[src/pll_clock_pkg.sv]
/*
  Shared constants, configuration records and a helper function for the
  clock control block and its tick prescaler.
  Assumes every clock in the design but the slow clock, a level sampled on mclk, is a one-cycle tick on mclk.

*/
package pll_clock_pkg;

  localparam int unsigned DIV_W       = 8;
  localparam int unsigned MUL_W       = 11;
  localparam int unsigned SETTLE_W    = 6;
  localparam int unsigned FREQ_W      = 16;
  localparam int unsigned CALIB_W     = 24;
  localparam int unsigned PLL_ACC_W   = 13;

  localparam logic [1:0]  SRC_SLOW    = 2'h0;
  localparam logic [1:0]  SRC_MAIN    = 2'h1;
  localparam logic [1:0]  SRC_PLL     = 2'h2;
  localparam logic [1:0]  SRC_MASTER  = 2'h3;

  localparam logic [2:0]  PRESCALER_FIELD_DIV3   = 3'h7;
  localparam logic [3:0]  FREQ_LAST_FALL = 4'hf;
  localparam logic [CALIB_W-1:0] TIMER_CALIBRATION = 24'h001770;
  localparam logic [PLL_ACC_W-1:0] PLL_ACC_CAP = 13'h0fff;

  localparam logic                 MCK_READY_RESET  = 1'h1;
  localparam logic                 PCK_READY_RESET  = 1'h1;

  typedef struct packed {
    logic [SETTLE_W-1:0] settle;
    logic [MUL_W-1:0]    mul;
    logic [DIV_W-1:0]    div;
  } pll_cfg_t;

  typedef struct packed {
    logic       half;
    logic [2:0] prescaler_field;
    logic [1:0] src;
  } mck_cfg_t;

  typedef struct packed {
    logic [2:0] prescaler_field;
    logic [1:0] src;
  } pck_cfg_t;

  localparam pll_cfg_t PLL_CFG_RESET = '{settle: 6'h00, mul: 11'h000, div: 8'h00};
  localparam mck_cfg_t MCK_CFG_RESET = '{half: 1'h0, prescaler_field: 3'h0, src: SRC_MAIN};
  localparam pck_cfg_t PCK_CFG_RESET = '{prescaler_field: 3'h0, src: SRC_SLOW};

  // Terminal count of the prescaler: divide by 2**prescaler_field, or for PRESCALER_FIELD_DIV3 by 3 when allow3 is set and by 64 otherwise.
  function automatic logic [5:0] prescaler_field_last(input logic [2:0] prescaler_field, input logic allow3);
    if (allow3 && prescaler_field == PRESCALER_FIELD_DIV3) begin
      prescaler_field_last = 6'h02;
    end else if (prescaler_field == PRESCALER_FIELD_DIV3) begin
      prescaler_field_last = 6'h3f;
    end else begin
      prescaler_field_last = 6'((7'h01 << prescaler_field) - 7'h01);
    end
  endfunction

endpackage

[src/clock_prescaler.sv]
/*
  Tick prescaler: passes one of every N source ticks, N a power of two up
  to 64 or, where allowed, three.
  Assumes source ticks are one-cycle pulses on mclk.
*/
`timescale 1ns/10ps
`default_nettype none
module clock_prescaler #(
  parameter bit ALLOW_DIV3 = 1'b1
) (
  input  wire logic       mclk,
  input  wire logic       rst,
  input  wire logic       restart,
  input  wire logic       tick_in,
  input  wire logic [2:0] prescaler_field,
  output logic            tick_out
);

  logic [5:0] count_reg;
  logic [5:0] last;

  assign last = pll_clock_pkg::prescaler_field_last(prescaler_field, ALLOW_DIV3);

  // A restart realigns the phase so the new ratio is exact from its first tick.
  always_ff @(posedge mclk or posedge rst) begin
    if (rst) begin
      count_reg <= 6'h00;
      tick_out  <= 1'b0;
    end else if (restart) begin
      count_reg <= 6'h00;
      tick_out  <= 1'b0;
    end else begin
      tick_out <= tick_in && (count_reg >= last);
      if (tick_in) begin
        count_reg <= (count_reg >= last) ? 6'h00 : 6'(count_reg + 6'h01);
      end
    end
  end
endmodule // clock_prescaler
`default_nettype wire

[src/pll_master_clock_control.sv]
/*
  Clock control: main clock frequency counter, divider and PLL with lock
  countdown, master clock selector, processor sleep gating, peripheral clock
  gates and three programmable clock outputs.
  Assumes every clock but the slow clock arrives or leaves as a one-cycle tick
  on mclk, that the slow clock is a level sampled on mclk, and that configuration arrives as
  write strobes with data from a register block outside.
*/
`timescale 1ns/10ps
`default_nettype none
module pll_master_clock_control #(
  parameter int unsigned PERIPH_COUNT = 32,
  parameter int unsigned PCK_COUNT    = 3
) (
  input  wire logic                        mclk,
  input  wire logic                        rst,
  input  wire logic                        slow_clock,
  input  wire logic                        main_clock_tick,
  input  wire logic                        main_osc_stable,
  input  wire logic                        main_select_change,
  output logic                             freq_count_ready,
  output logic [pll_clock_pkg::FREQ_W-1:0] freq_count_value,
  input  wire logic                        pll_cfg_write,
  input  wire pll_clock_pkg::pll_cfg_t     pll_cfg_in,
  output pll_clock_pkg::pll_cfg_t          pll_config_register,
  output logic                             pll_ready_flag,
  output logic                             pll_clock_tick,
  input  wire logic                        mck_cfg_write,
  input  wire pll_clock_pkg::mck_cfg_t     mck_cfg_in,
  output pll_clock_pkg::mck_cfg_t          master_clock_config,
  output logic                             master_clock_ready,
  output logic                             master_clock_tick,
  input  wire logic                        wait_interrupt_instruction,
  input  wire logic                        wait_event_instruction,
  input  wire logic                        low_power_select,
  input  wire logic                        instr_complete,
  input  wire logic                        wake_interrupt,
  output logic                             cpu_sleeping,
  output logic                             cpu_clock_tick,
  output logic                             free_running_cpu_clock,
  output logic [pll_clock_pkg::CALIB_W-1:0] timer_calibration,
  input  wire logic [PERIPH_COUNT-1:0]     periph_clock_enable,
  input  wire logic [PERIPH_COUNT-1:0]     periph_clock_disable,
  output logic [PERIPH_COUNT-1:0]          periph_clock_status,
  output logic [PERIPH_COUNT-1:0]          periph_clock_tick,
  input  wire logic [PCK_COUNT-1:0]        system_clock_enable,
  input  wire logic [PCK_COUNT-1:0]        system_clock_disable,
  output logic [PCK_COUNT-1:0]             system_clock_status,
  input  wire logic [PCK_COUNT-1:0]        pck_cfg_write,
  input  wire pll_clock_pkg::pck_cfg_t     pck_cfg_in,
  output pll_clock_pkg::pck_cfg_t [PCK_COUNT-1:0] output_clock_config,
  output logic [PCK_COUNT-1:0]             pck_ready,
  output logic [PCK_COUNT-1:0]             programmable_clock_out
);

  if (PCK_COUNT < 1 || PCK_COUNT > 8) begin : g_bad_pck
    $error("PCK_COUNT must lie between 1 and 8");
  end
  if (PERIPH_COUNT < 1 || PERIPH_COUNT > 64) begin : g_bad_periph
    $error("PERIPH_COUNT must lie between 1 and 64");
  end

  function automatic logic pick_tick(input logic [1:0] src, input logic t_slow,
                                     input logic t_main, input logic t_pll,
                                     input logic t_mck);
    case (src)
      pll_clock_pkg::SRC_SLOW: pick_tick = t_slow;
      pll_clock_pkg::SRC_MAIN: pick_tick = t_main;
      pll_clock_pkg::SRC_PLL:  pick_tick = t_pll;
      default:                 pick_tick = t_mck;
    endcase
  endfunction

  // Slow clock edges.
  logic slow_prev_reg;
  logic slow_rise;
  logic slow_fall;
  always_ff @(posedge mclk or posedge rst) begin
    if (rst) begin
      slow_prev_reg <= 1'b0;
    end else begin
      slow_prev_reg <= slow_clock;
    end
  end
  assign slow_rise = slow_clock && !slow_prev_reg;
  assign slow_fall = !slow_clock && slow_prev_reg;

  // Main clock frequency counter.
  typedef enum logic [1:0] {
    FC_IDLE  = 2'b00,
    FC_ARM   = 2'b01,
    FC_COUNT = 2'b10,
    FC_DONE  = 2'b11
  } fc_state_t;

  fc_state_t fc_state_reg;
  logic      stable_prev_reg;
  logic      fc_start;
  logic [3:0] fall_cnt_reg;

  always_ff @(posedge mclk or posedge rst) begin
    if (rst) begin
      stable_prev_reg <= 1'b0;
    end else begin
      stable_prev_reg <= main_osc_stable;
    end
  end
  assign fc_start = (main_osc_stable && !stable_prev_reg) || main_select_change;

  always_ff @(posedge mclk or posedge rst) begin
    if (rst) begin
      fc_state_reg     <= FC_IDLE;
      fall_cnt_reg     <= 4'h0;
      freq_count_value <= '0;
      freq_count_ready <= 1'b0;
    end else if (fc_start) begin
      fc_state_reg     <= FC_ARM;
      freq_count_ready <= 1'b0;
    end else begin
      case (fc_state_reg)
        FC_ARM: begin
          if (slow_rise) begin
            fc_state_reg     <= FC_COUNT;
            fall_cnt_reg     <= 4'h0;
            freq_count_value <= '0;
          end
        end
        FC_COUNT: begin
          if (main_clock_tick && !(&freq_count_value)) begin
            freq_count_value <= freq_count_value + 1'b1;
          end
          if (slow_fall) begin
            fall_cnt_reg <= 4'(fall_cnt_reg + 4'h1);
            if (fall_cnt_reg == pll_clock_pkg::FREQ_LAST_FALL) begin
              fc_state_reg     <= FC_DONE;
              freq_count_ready <= 1'b1;
            end
          end
        end
        default: begin
        end
      endcase
    end
  end

  // Divider and PLL: the output is a tick stream at (mul+1)/div of the
  // main clock. Credits are spent one tick per mclk, so the PLL rate is
  // capped at mclk; the cap on the credit store bounds the backlog.
  pll_clock_pkg::pll_cfg_t pll_cfg_reg;
  logic [pll_clock_pkg::PLL_ACC_W-1:0] pll_acc_reg;
  logic [pll_clock_pkg::PLL_ACC_W-1:0] pll_acc_next;
  logic [pll_clock_pkg::SETTLE_W-1:0]  settle_cnt_reg;
  logic pll_active;
  logic pll_emit;
  logic pll_changed;
  logic settle_busy_reg;
  logic pll_half_phase_reg;
  logic pll_src_tick;

  assign pll_active = (pll_cfg_reg.div != '0) && (pll_cfg_reg.mul != '0);
  assign pll_emit   = pll_active && (pll_acc_reg >= {5'h00, pll_cfg_reg.div});
  assign pll_changed = (pll_cfg_in.div != pll_cfg_reg.div) || (pll_cfg_in.mul != pll_cfg_reg.mul);
  assign pll_config_register = pll_cfg_reg;

  always_comb begin
    pll_acc_next = pll_acc_reg;
    if (pll_emit) begin
      pll_acc_next = pll_acc_next - {5'h00, pll_cfg_reg.div};
    end
    if (main_clock_tick && pll_active && pll_acc_next < pll_clock_pkg::PLL_ACC_CAP - 13'h0800) begin
      pll_acc_next = pll_acc_next + {2'h0, pll_cfg_reg.mul} + 13'h0001;
    end
  end

  always_ff @(posedge mclk or posedge rst) begin
    if (rst) begin
      pll_cfg_reg <= pll_clock_pkg::PLL_CFG_RESET;
    end else if (pll_cfg_write) begin
      pll_cfg_reg <= pll_cfg_in;
    end
  end

  always_ff @(posedge mclk or posedge rst) begin
    if (rst) begin
      pll_acc_reg    <= '0;
      pll_clock_tick <= 1'b0;
    end else if (!pll_active || (pll_cfg_write && pll_changed)) begin
      pll_acc_reg    <= '0;
      pll_clock_tick <= 1'b0;
    end else begin
      pll_acc_reg    <= pll_acc_next;
      pll_clock_tick <= pll_emit;
    end
  end

  always_ff @(posedge mclk or posedge rst) begin
    if (rst) begin
      pll_ready_flag  <= 1'b0;
      settle_busy_reg <= 1'b0;
      settle_cnt_reg  <= '0;
    end else if (pll_cfg_write && pll_changed) begin
      pll_ready_flag  <= 1'b0;
      settle_busy_reg <= 1'b1;
      settle_cnt_reg  <= pll_cfg_in.settle;
    end else if (settle_busy_reg && slow_rise) begin
      if (settle_cnt_reg == '0) begin
        settle_busy_reg <= 1'b0;
        pll_ready_flag  <= pll_active;
      end else begin
        settle_cnt_reg <= settle_cnt_reg - 1'b1;
      end
    end
  end

  // Master clock selector and prescaler.
  pll_clock_pkg::mck_cfg_t mck_cfg_reg;
  logic mck_src_tick;
  logic mck_prescaler_field_tick;
  logic mck_pending_reg;

  always_ff @(posedge mclk or posedge rst) begin
    if (rst) begin
      pll_half_phase_reg <= 1'b0;
    end else if (pll_clock_tick) begin
      pll_half_phase_reg <= !pll_half_phase_reg;
    end
  end
  assign pll_src_tick = pll_clock_tick && (!mck_cfg_reg.half || pll_half_phase_reg);

  assign mck_src_tick = pick_tick(mck_cfg_reg.src, slow_rise, main_clock_tick,
                                  pll_src_tick, main_clock_tick);

  always_ff @(posedge mclk or posedge rst) begin
    if (rst) begin
      mck_cfg_reg <= pll_clock_pkg::MCK_CFG_RESET;
    end else if (mck_cfg_write) begin
      mck_cfg_reg <= mck_cfg_in;
    end
  end

  clock_prescaler #(
    .ALLOW_DIV3 (1'b1)
  ) u_mck_prescaler_field (
    .mclk     (mclk),
    .rst      (rst),
    .restart  (mck_cfg_write),
    .tick_in  (mck_src_tick),
    .prescaler_field     (mck_cfg_reg.prescaler_field),
    .tick_out (mck_prescaler_field_tick)
  );

  // A fresh write restarts the wait, so it wins over a tick of the old setting.
  always_ff @(posedge mclk or posedge rst) begin
    if (rst) begin
      master_clock_ready <= pll_clock_pkg::MCK_READY_RESET;
      mck_pending_reg    <= 1'b0;
    end else if (mck_cfg_write) begin
      master_clock_ready <= 1'b0;
      mck_pending_reg    <= 1'b1;
    end else if (mck_pending_reg && mck_prescaler_field_tick) begin
      master_clock_ready <= 1'b1;
      mck_pending_reg    <= 1'b0;
    end
  end

  assign master_clock_config    = mck_cfg_reg;
  assign master_clock_tick      = mck_prescaler_field_tick;
  assign free_running_cpu_clock = mck_prescaler_field_tick;
  assign timer_calibration      = pll_clock_pkg::TIMER_CALIBRATION;

  // Processor sleep: the request waits for the current instruction to end.
  logic sleep_req_reg;

  always_ff @(posedge mclk or posedge rst) begin
    if (rst) begin
      sleep_req_reg <= 1'b0;
      cpu_sleeping  <= 1'b0;
    end else if (wake_interrupt) begin
      sleep_req_reg <= 1'b0;
      cpu_sleeping  <= 1'b0;
    end else begin
      if ((wait_interrupt_instruction || wait_event_instruction) && !low_power_select) begin
        sleep_req_reg <= 1'b1;
      end
      if ((sleep_req_reg || ((wait_interrupt_instruction || wait_event_instruction)
          && !low_power_select)) && instr_complete) begin
        cpu_sleeping  <= 1'b1;
        sleep_req_reg <= 1'b0;
      end
    end
  end

  // Only the processor clock is gated; bus masters on the master clock go on.
  assign cpu_clock_tick = mck_prescaler_field_tick && !cpu_sleeping;

  // Peripheral clocks: bit i is peripheral identifier i.
  always_ff @(posedge mclk or posedge rst) begin
    if (rst) begin
      periph_clock_status <= '0;
    end else begin
      periph_clock_status <= (periph_clock_status | periph_clock_enable)
                             & ~periph_clock_disable;
    end
  end

  // The disable strobe gates in its own cycle so the stop is immediate.
  assign periph_clock_tick = periph_clock_status & ~periph_clock_disable
                             & {PERIPH_COUNT{mck_prescaler_field_tick}};

  // Programmable clock outputs.
  logic [PCK_COUNT-1:0] pck_prescaler_field_tick;
  logic [PCK_COUNT-1:0] pck_pending_reg;

  always_ff @(posedge mclk or posedge rst) begin
    if (rst) begin
      system_clock_status <= '0;
    end else begin
      system_clock_status <= (system_clock_status | system_clock_enable)
                             & ~system_clock_disable;
    end
  end

  for (genvar i = 0; i < PCK_COUNT; i++) begin : g_pck
    always_ff @(posedge mclk or posedge rst) begin
      if (rst) begin
        output_clock_config[i] <= pll_clock_pkg::PCK_CFG_RESET;
      end else if (pck_cfg_write[i]) begin
        output_clock_config[i] <= pck_cfg_in;
      end
    end

    clock_prescaler #(
      .ALLOW_DIV3 (1'b0)
    ) u_pck_prescaler_field (
      .mclk     (mclk),
      .rst      (rst),
      .restart  (pck_cfg_write[i]),
      .tick_in  (pick_tick(output_clock_config[i].src, slow_rise, main_clock_tick,
                           pll_clock_tick, mck_prescaler_field_tick)),
      .prescaler_field     (output_clock_config[i].prescaler_field),
      .tick_out (pck_prescaler_field_tick[i])
    );

    always_ff @(posedge mclk or posedge rst) begin
      if (rst) begin
        pck_ready[i]       <= pll_clock_pkg::PCK_READY_RESET;
        pck_pending_reg[i] <= 1'b0;
      end else if (pck_cfg_write[i]) begin
        pck_ready[i]       <= 1'b0;
        pck_pending_reg[i] <= 1'b1;
      end else if (pck_pending_reg[i] && pck_prescaler_field_tick[i]) begin
        pck_ready[i]       <= 1'b1;
        pck_pending_reg[i] <= 1'b0;
      end
    end

    always_ff @(posedge mclk or posedge rst) begin
      if (rst) begin
        programmable_clock_out[i] <= 1'b0;
      end else begin
        programmable_clock_out[i] <= pck_prescaler_field_tick[i] && system_clock_status[i]
                                     && !system_clock_disable[i];
      end
    end
  end
endmodule // pll_master_clock_control
`default_nettype wire

[config.mk]
export PLATFORM = sky130hd
export DESIGN_NAME = pll_master_clock_control
export DESIGN_NICKNAME = d
export VERILOG_FILES = /design/src/pll_clock_pkg.sv /design/src/clock_prescaler.sv /design/src/pll_master_clock_control.sv
export SDC_FILE = /design/constraint.sdc
export NUM_CORES = 1
export LEC_CHECK = 0
export ABC_AREA = 0
export BUFFER_PORTS_ARGS = -buffer_cell sky130_fd_sc_hd__buf_4
export CAP_MARGIN = 20
export CORE_MARGIN = 2
export CORE_UTILIZATION = 45
export CTS_CLUSTER_SIZE = 14
export DETAILED_ROUTE_END_ITERATION = 7
export GPL_TIMING_DRIVEN = 1
export PLACE_DENSITY = 0.86
export SLEW_MARGIN = 20
export SYNTH_ARGS = -nofsm -noshare
export SYNTH_HDL_FRONTEND = slang
export SYNTH_SLANG_ARGS = --single-unit
export TNS_END_PERCENT = 20
[constraint.sdc]
create_clock -name mclk -period 5.4 [get_ports mclk]
set_input_delay 0.54 -clock mclk [delete_from_list [all_inputs] [get_ports mclk]]
set_output_delay 0.54 -clock mclk [all_outputs]
set_load 0.03 [all_outputs]
==> impl_metrics.toml <==
[logic_synthesis]
synth_seq_cells = 170
synth-edff-count = 0
synth_area_per_cell_um2 = 9.663
synth_top_cell_area_share_pct = 41.81
synthSimpleGateAreaFrac_pct = 19.08
synthTopCellsByArea = "dfrtp_1, ha_1, nor2_1"
postSynthCellCount = 1022
synth_area_um2 = 9876
synth.yosys.seq_area_share_pct = 43.14
synthAdderAreaFrac_pct = 7.754
synth_mux_area_share_pct = 6.081
synth_top_family_by_area = "simple AND/OR/NAND/NOR gates"
synth_compound_area_share_pct = 13.66
ys_types = 68
synth_top_area_cell = "dfrtp_1"
yosysWarnings = 0
synth_xor_area_share_pct = 5.410
ys_async_sr_fraction_pct = 100.0
ys.flop_type = "dfrtp_1"

[min_path]
hold_class = "input pin to asynchronous set/reset pin"

[status]
outcome = "finished, final reports clean"

[worst_setup_path]
slowest_stage = "o21ai_2"
worstPathRequired_ps = 5740
path_class = "register to register"
critPathMaxFanout = 24
cp-end-kind = "register"
cp_cell_sequence = "inv_1 > ha_1 > and4b_1 > nand4_1 > nand4_1 > o21ai_2 > nor2_1 > a21oi_1 > ha_1 > inv_1 > fa_1 > a21oi_1 > o211ai_1 > nor4_1 > o31ai_1 > a21oi_1 > xnor2_1 > nand3_1 > a21oi_1"
r2r-start = "pll_config_register[6]"
crit_path_max_incr_delay_ps = 750
crit_top_cell = "a21oi_1"
arrival_ps = 5000
startpoint_type = "register"
cp.buffers_inverters = 2
crit_family = "compound AO/OA/AOI/OAI gates"
crit_start = "pll_config_register[6]"

[place]
hpwl_mm = 19.35
gp_congestion = 0.9038
placed_cell_area_um2 = 12020
portBuffers = 264
pre_cts_ws_ps = 893.7

[timing]
rsz0062_at_grt = "false"
worst_slew_pin_slew_ps = 1008
period_minus_slack_ps = 4658
hold_violations = 0
setup_violations = 0
fin_crit_sh_pct = 86.27
slew_headroom_pct = 32.55
max_clock_freq_ghz = 0.2147
fin_worst_skew_ps = 9.342
slew_viol_final = 0
final.setup.worst_slack_ps = 741.5
tns_ps = 0

[clocking]
cts_resized = 0
numCtsBuffers = 17
clock_path_buffers = 2
hold_buffers = 0
cts_tree = "done"
ctsHtreeMaxLevel = 4
post_cts_buffers = 0
clkLatencyLatePin_ps = 430
cts.reportedPaths.clkPinSlew_ps = 80
clock_sink_count = 170
cts-root-buf = "clkbuf_16"

[detailed_routing]
drc = 0
drt_first_pass_iters = 5
vias = 8405
dr.first_iter.drc_count = 438
via_per_inst = 5.347
wl_mm = 25.30
wl_per_cell_um = 16.10
postRouteAntennaNets = 0

[power]
p_leak_nw = 6.163
pwr-share-clk_pct = 26.6
p_int_w = 0.002948
vdd_drop_max_uv = 229.0
pwr-share-seq_pct = 31.7
finalPower_w = 0.004830
swShare_pct = 38.95
power.switching_w = 0.001881
power_density_nw_per_um2 = 382.4
comb_power_share_pct = 41.6

[cells_and_area]
design_area_um2 = 12630
largest_reg_flops = 32
drive_above_1_share_pct = 28.41
nNetsFinal = 1461
n_antenna_cell = 0
areaGrowthSynthToFinish_pct = 27.89

[floorplanning]
design.core.area_um2 = 21690
initial_core_util_pct = 45.53
die_h_um = 152.1
die-area_um2 = 23150
row_count = 54
io_pins = 289
die_x_um = 152.1

[global_route]
grt.overflow.total = 0
grt_pass1_wl_mm = 41.50
grt_max_degree = 68
grt_pass1_vias = 8303
track_usage_pct = 21.69
antenna_found_initial = 0

[flow_run]
cap_violations = 0
## cell usage in the layout, fill, tap and decap left out, drive strengths merged, types with 5 or more instances in the layout
cell | synthesis | layout
buf | 33 | 266
dfrtp | 165 | 165
nor2 | 142 | 142
nand2 | 70 | 70
ha | 58 | 58
inv | 48 | 53
a21oi | 52 | 52
o21ai | 47 | 47
mux2 | 42 | 42
nor3b | 36 | 36
xor2 | 35 | 35
a21o | 31 | 31
nand3 | 29 | 29
xnor2 | 26 | 26
conb | 2 | 24
clkbuf | 17 | 17
a22o | 16 | 16
nand2b | 14 | 14
or3 | 13 | 13
nor4 | 13 | 13
nand4 | 12 | 12
and3 | 11 | 11
nor2b | 11 | 11
nor3 | 10 | 10
o21a | 7 | 7
a211oi | 7 | 7
mux2i | 6 | 6
or2 | 6 | 6
dfstp | 5 | 5
clkinv | 0 | 5
## cell type report
type | instances | area, um2
fill | 1827 | 9059
inverter | 48 | 185.2
tap | 280 | 350.3
sequential | 170 | 4260
clock buffer | 17 | 425.4
clock inverter | 15 | 187.7
timing repair buffer | 266 | 1997
multi-input combinational | 776 | 5224
## cell usage after synthesis (all sizes together), types with 13 or more instances
master and number:
nor3b 36, o21ai 47, nor2 142, or3 13, xnor2 26, xor2 35
a21o 31, nand3 29, ha 58, inv 48, dfrtp 165, buf 33
nor4 13, nand2 70, mux2 42, a22o 16, clkbuf 17, a21oi 52
nand2b 14
## power groups by stage
stage	logic, W	clock network [W]	registers [W]
6_report	0.00201	0.00129	0.00153
5_1_grt	0.00221	0.00136	0.00155
4_1_cts	0.00199	0.00131	0.00153
3_5_place_dp	0.00197	0	0.00155
3_3_place_gp	0.00191	0	0.00155
2_1_floorplan	0.00143	0	0.00162
## metal layers
metal  part of all wire, %  GRT usage, %
met3                   5.2         4.352
met1                    43         27.84
met4                   1.4         5.830
met2                    50         37.54
met5                     0             0
## cell families after synthesis
| logic type | after synthesis |
|---|---|
| XOR/XNOR | 61 |
| flip-flops | 170 |
| buffers and inverters | 98 |
| other | 2 |
| AO/OA/AOI/OAI | 200 |
| AND/OR/NAND/NOR | 380 |
| multiplexers | 51 |
| adder cells (fa/ha/maj) | 60 |
## worst paths after layout
check	end	slack [ps]	cells past startpoint
setup / recovery	pll_acc_reg[10]	740	19
hold / removal	pll_config_register[18]	120	2
setup reg to reg	pll_acc_reg[10]	740	19
hold reg to reg	pll_half_phase_reg	470	1
max in group asynchronous	output_clock_config[2]	4040	3
min in group mclk	stable_prev_reg	230	1
## per-stage QoR
step	hold WS, ps	cells	utilization, %
final	121.4	1572	58.23
after global routing	159.9	1572	58.23
after CTS	135.9	1572	58.23
after detailed placement	452.9	1540	55.41
after global placement	449.6	1540	55.41
after floorplan	433.2	1044	-
(Power assumes the default switching activity.)
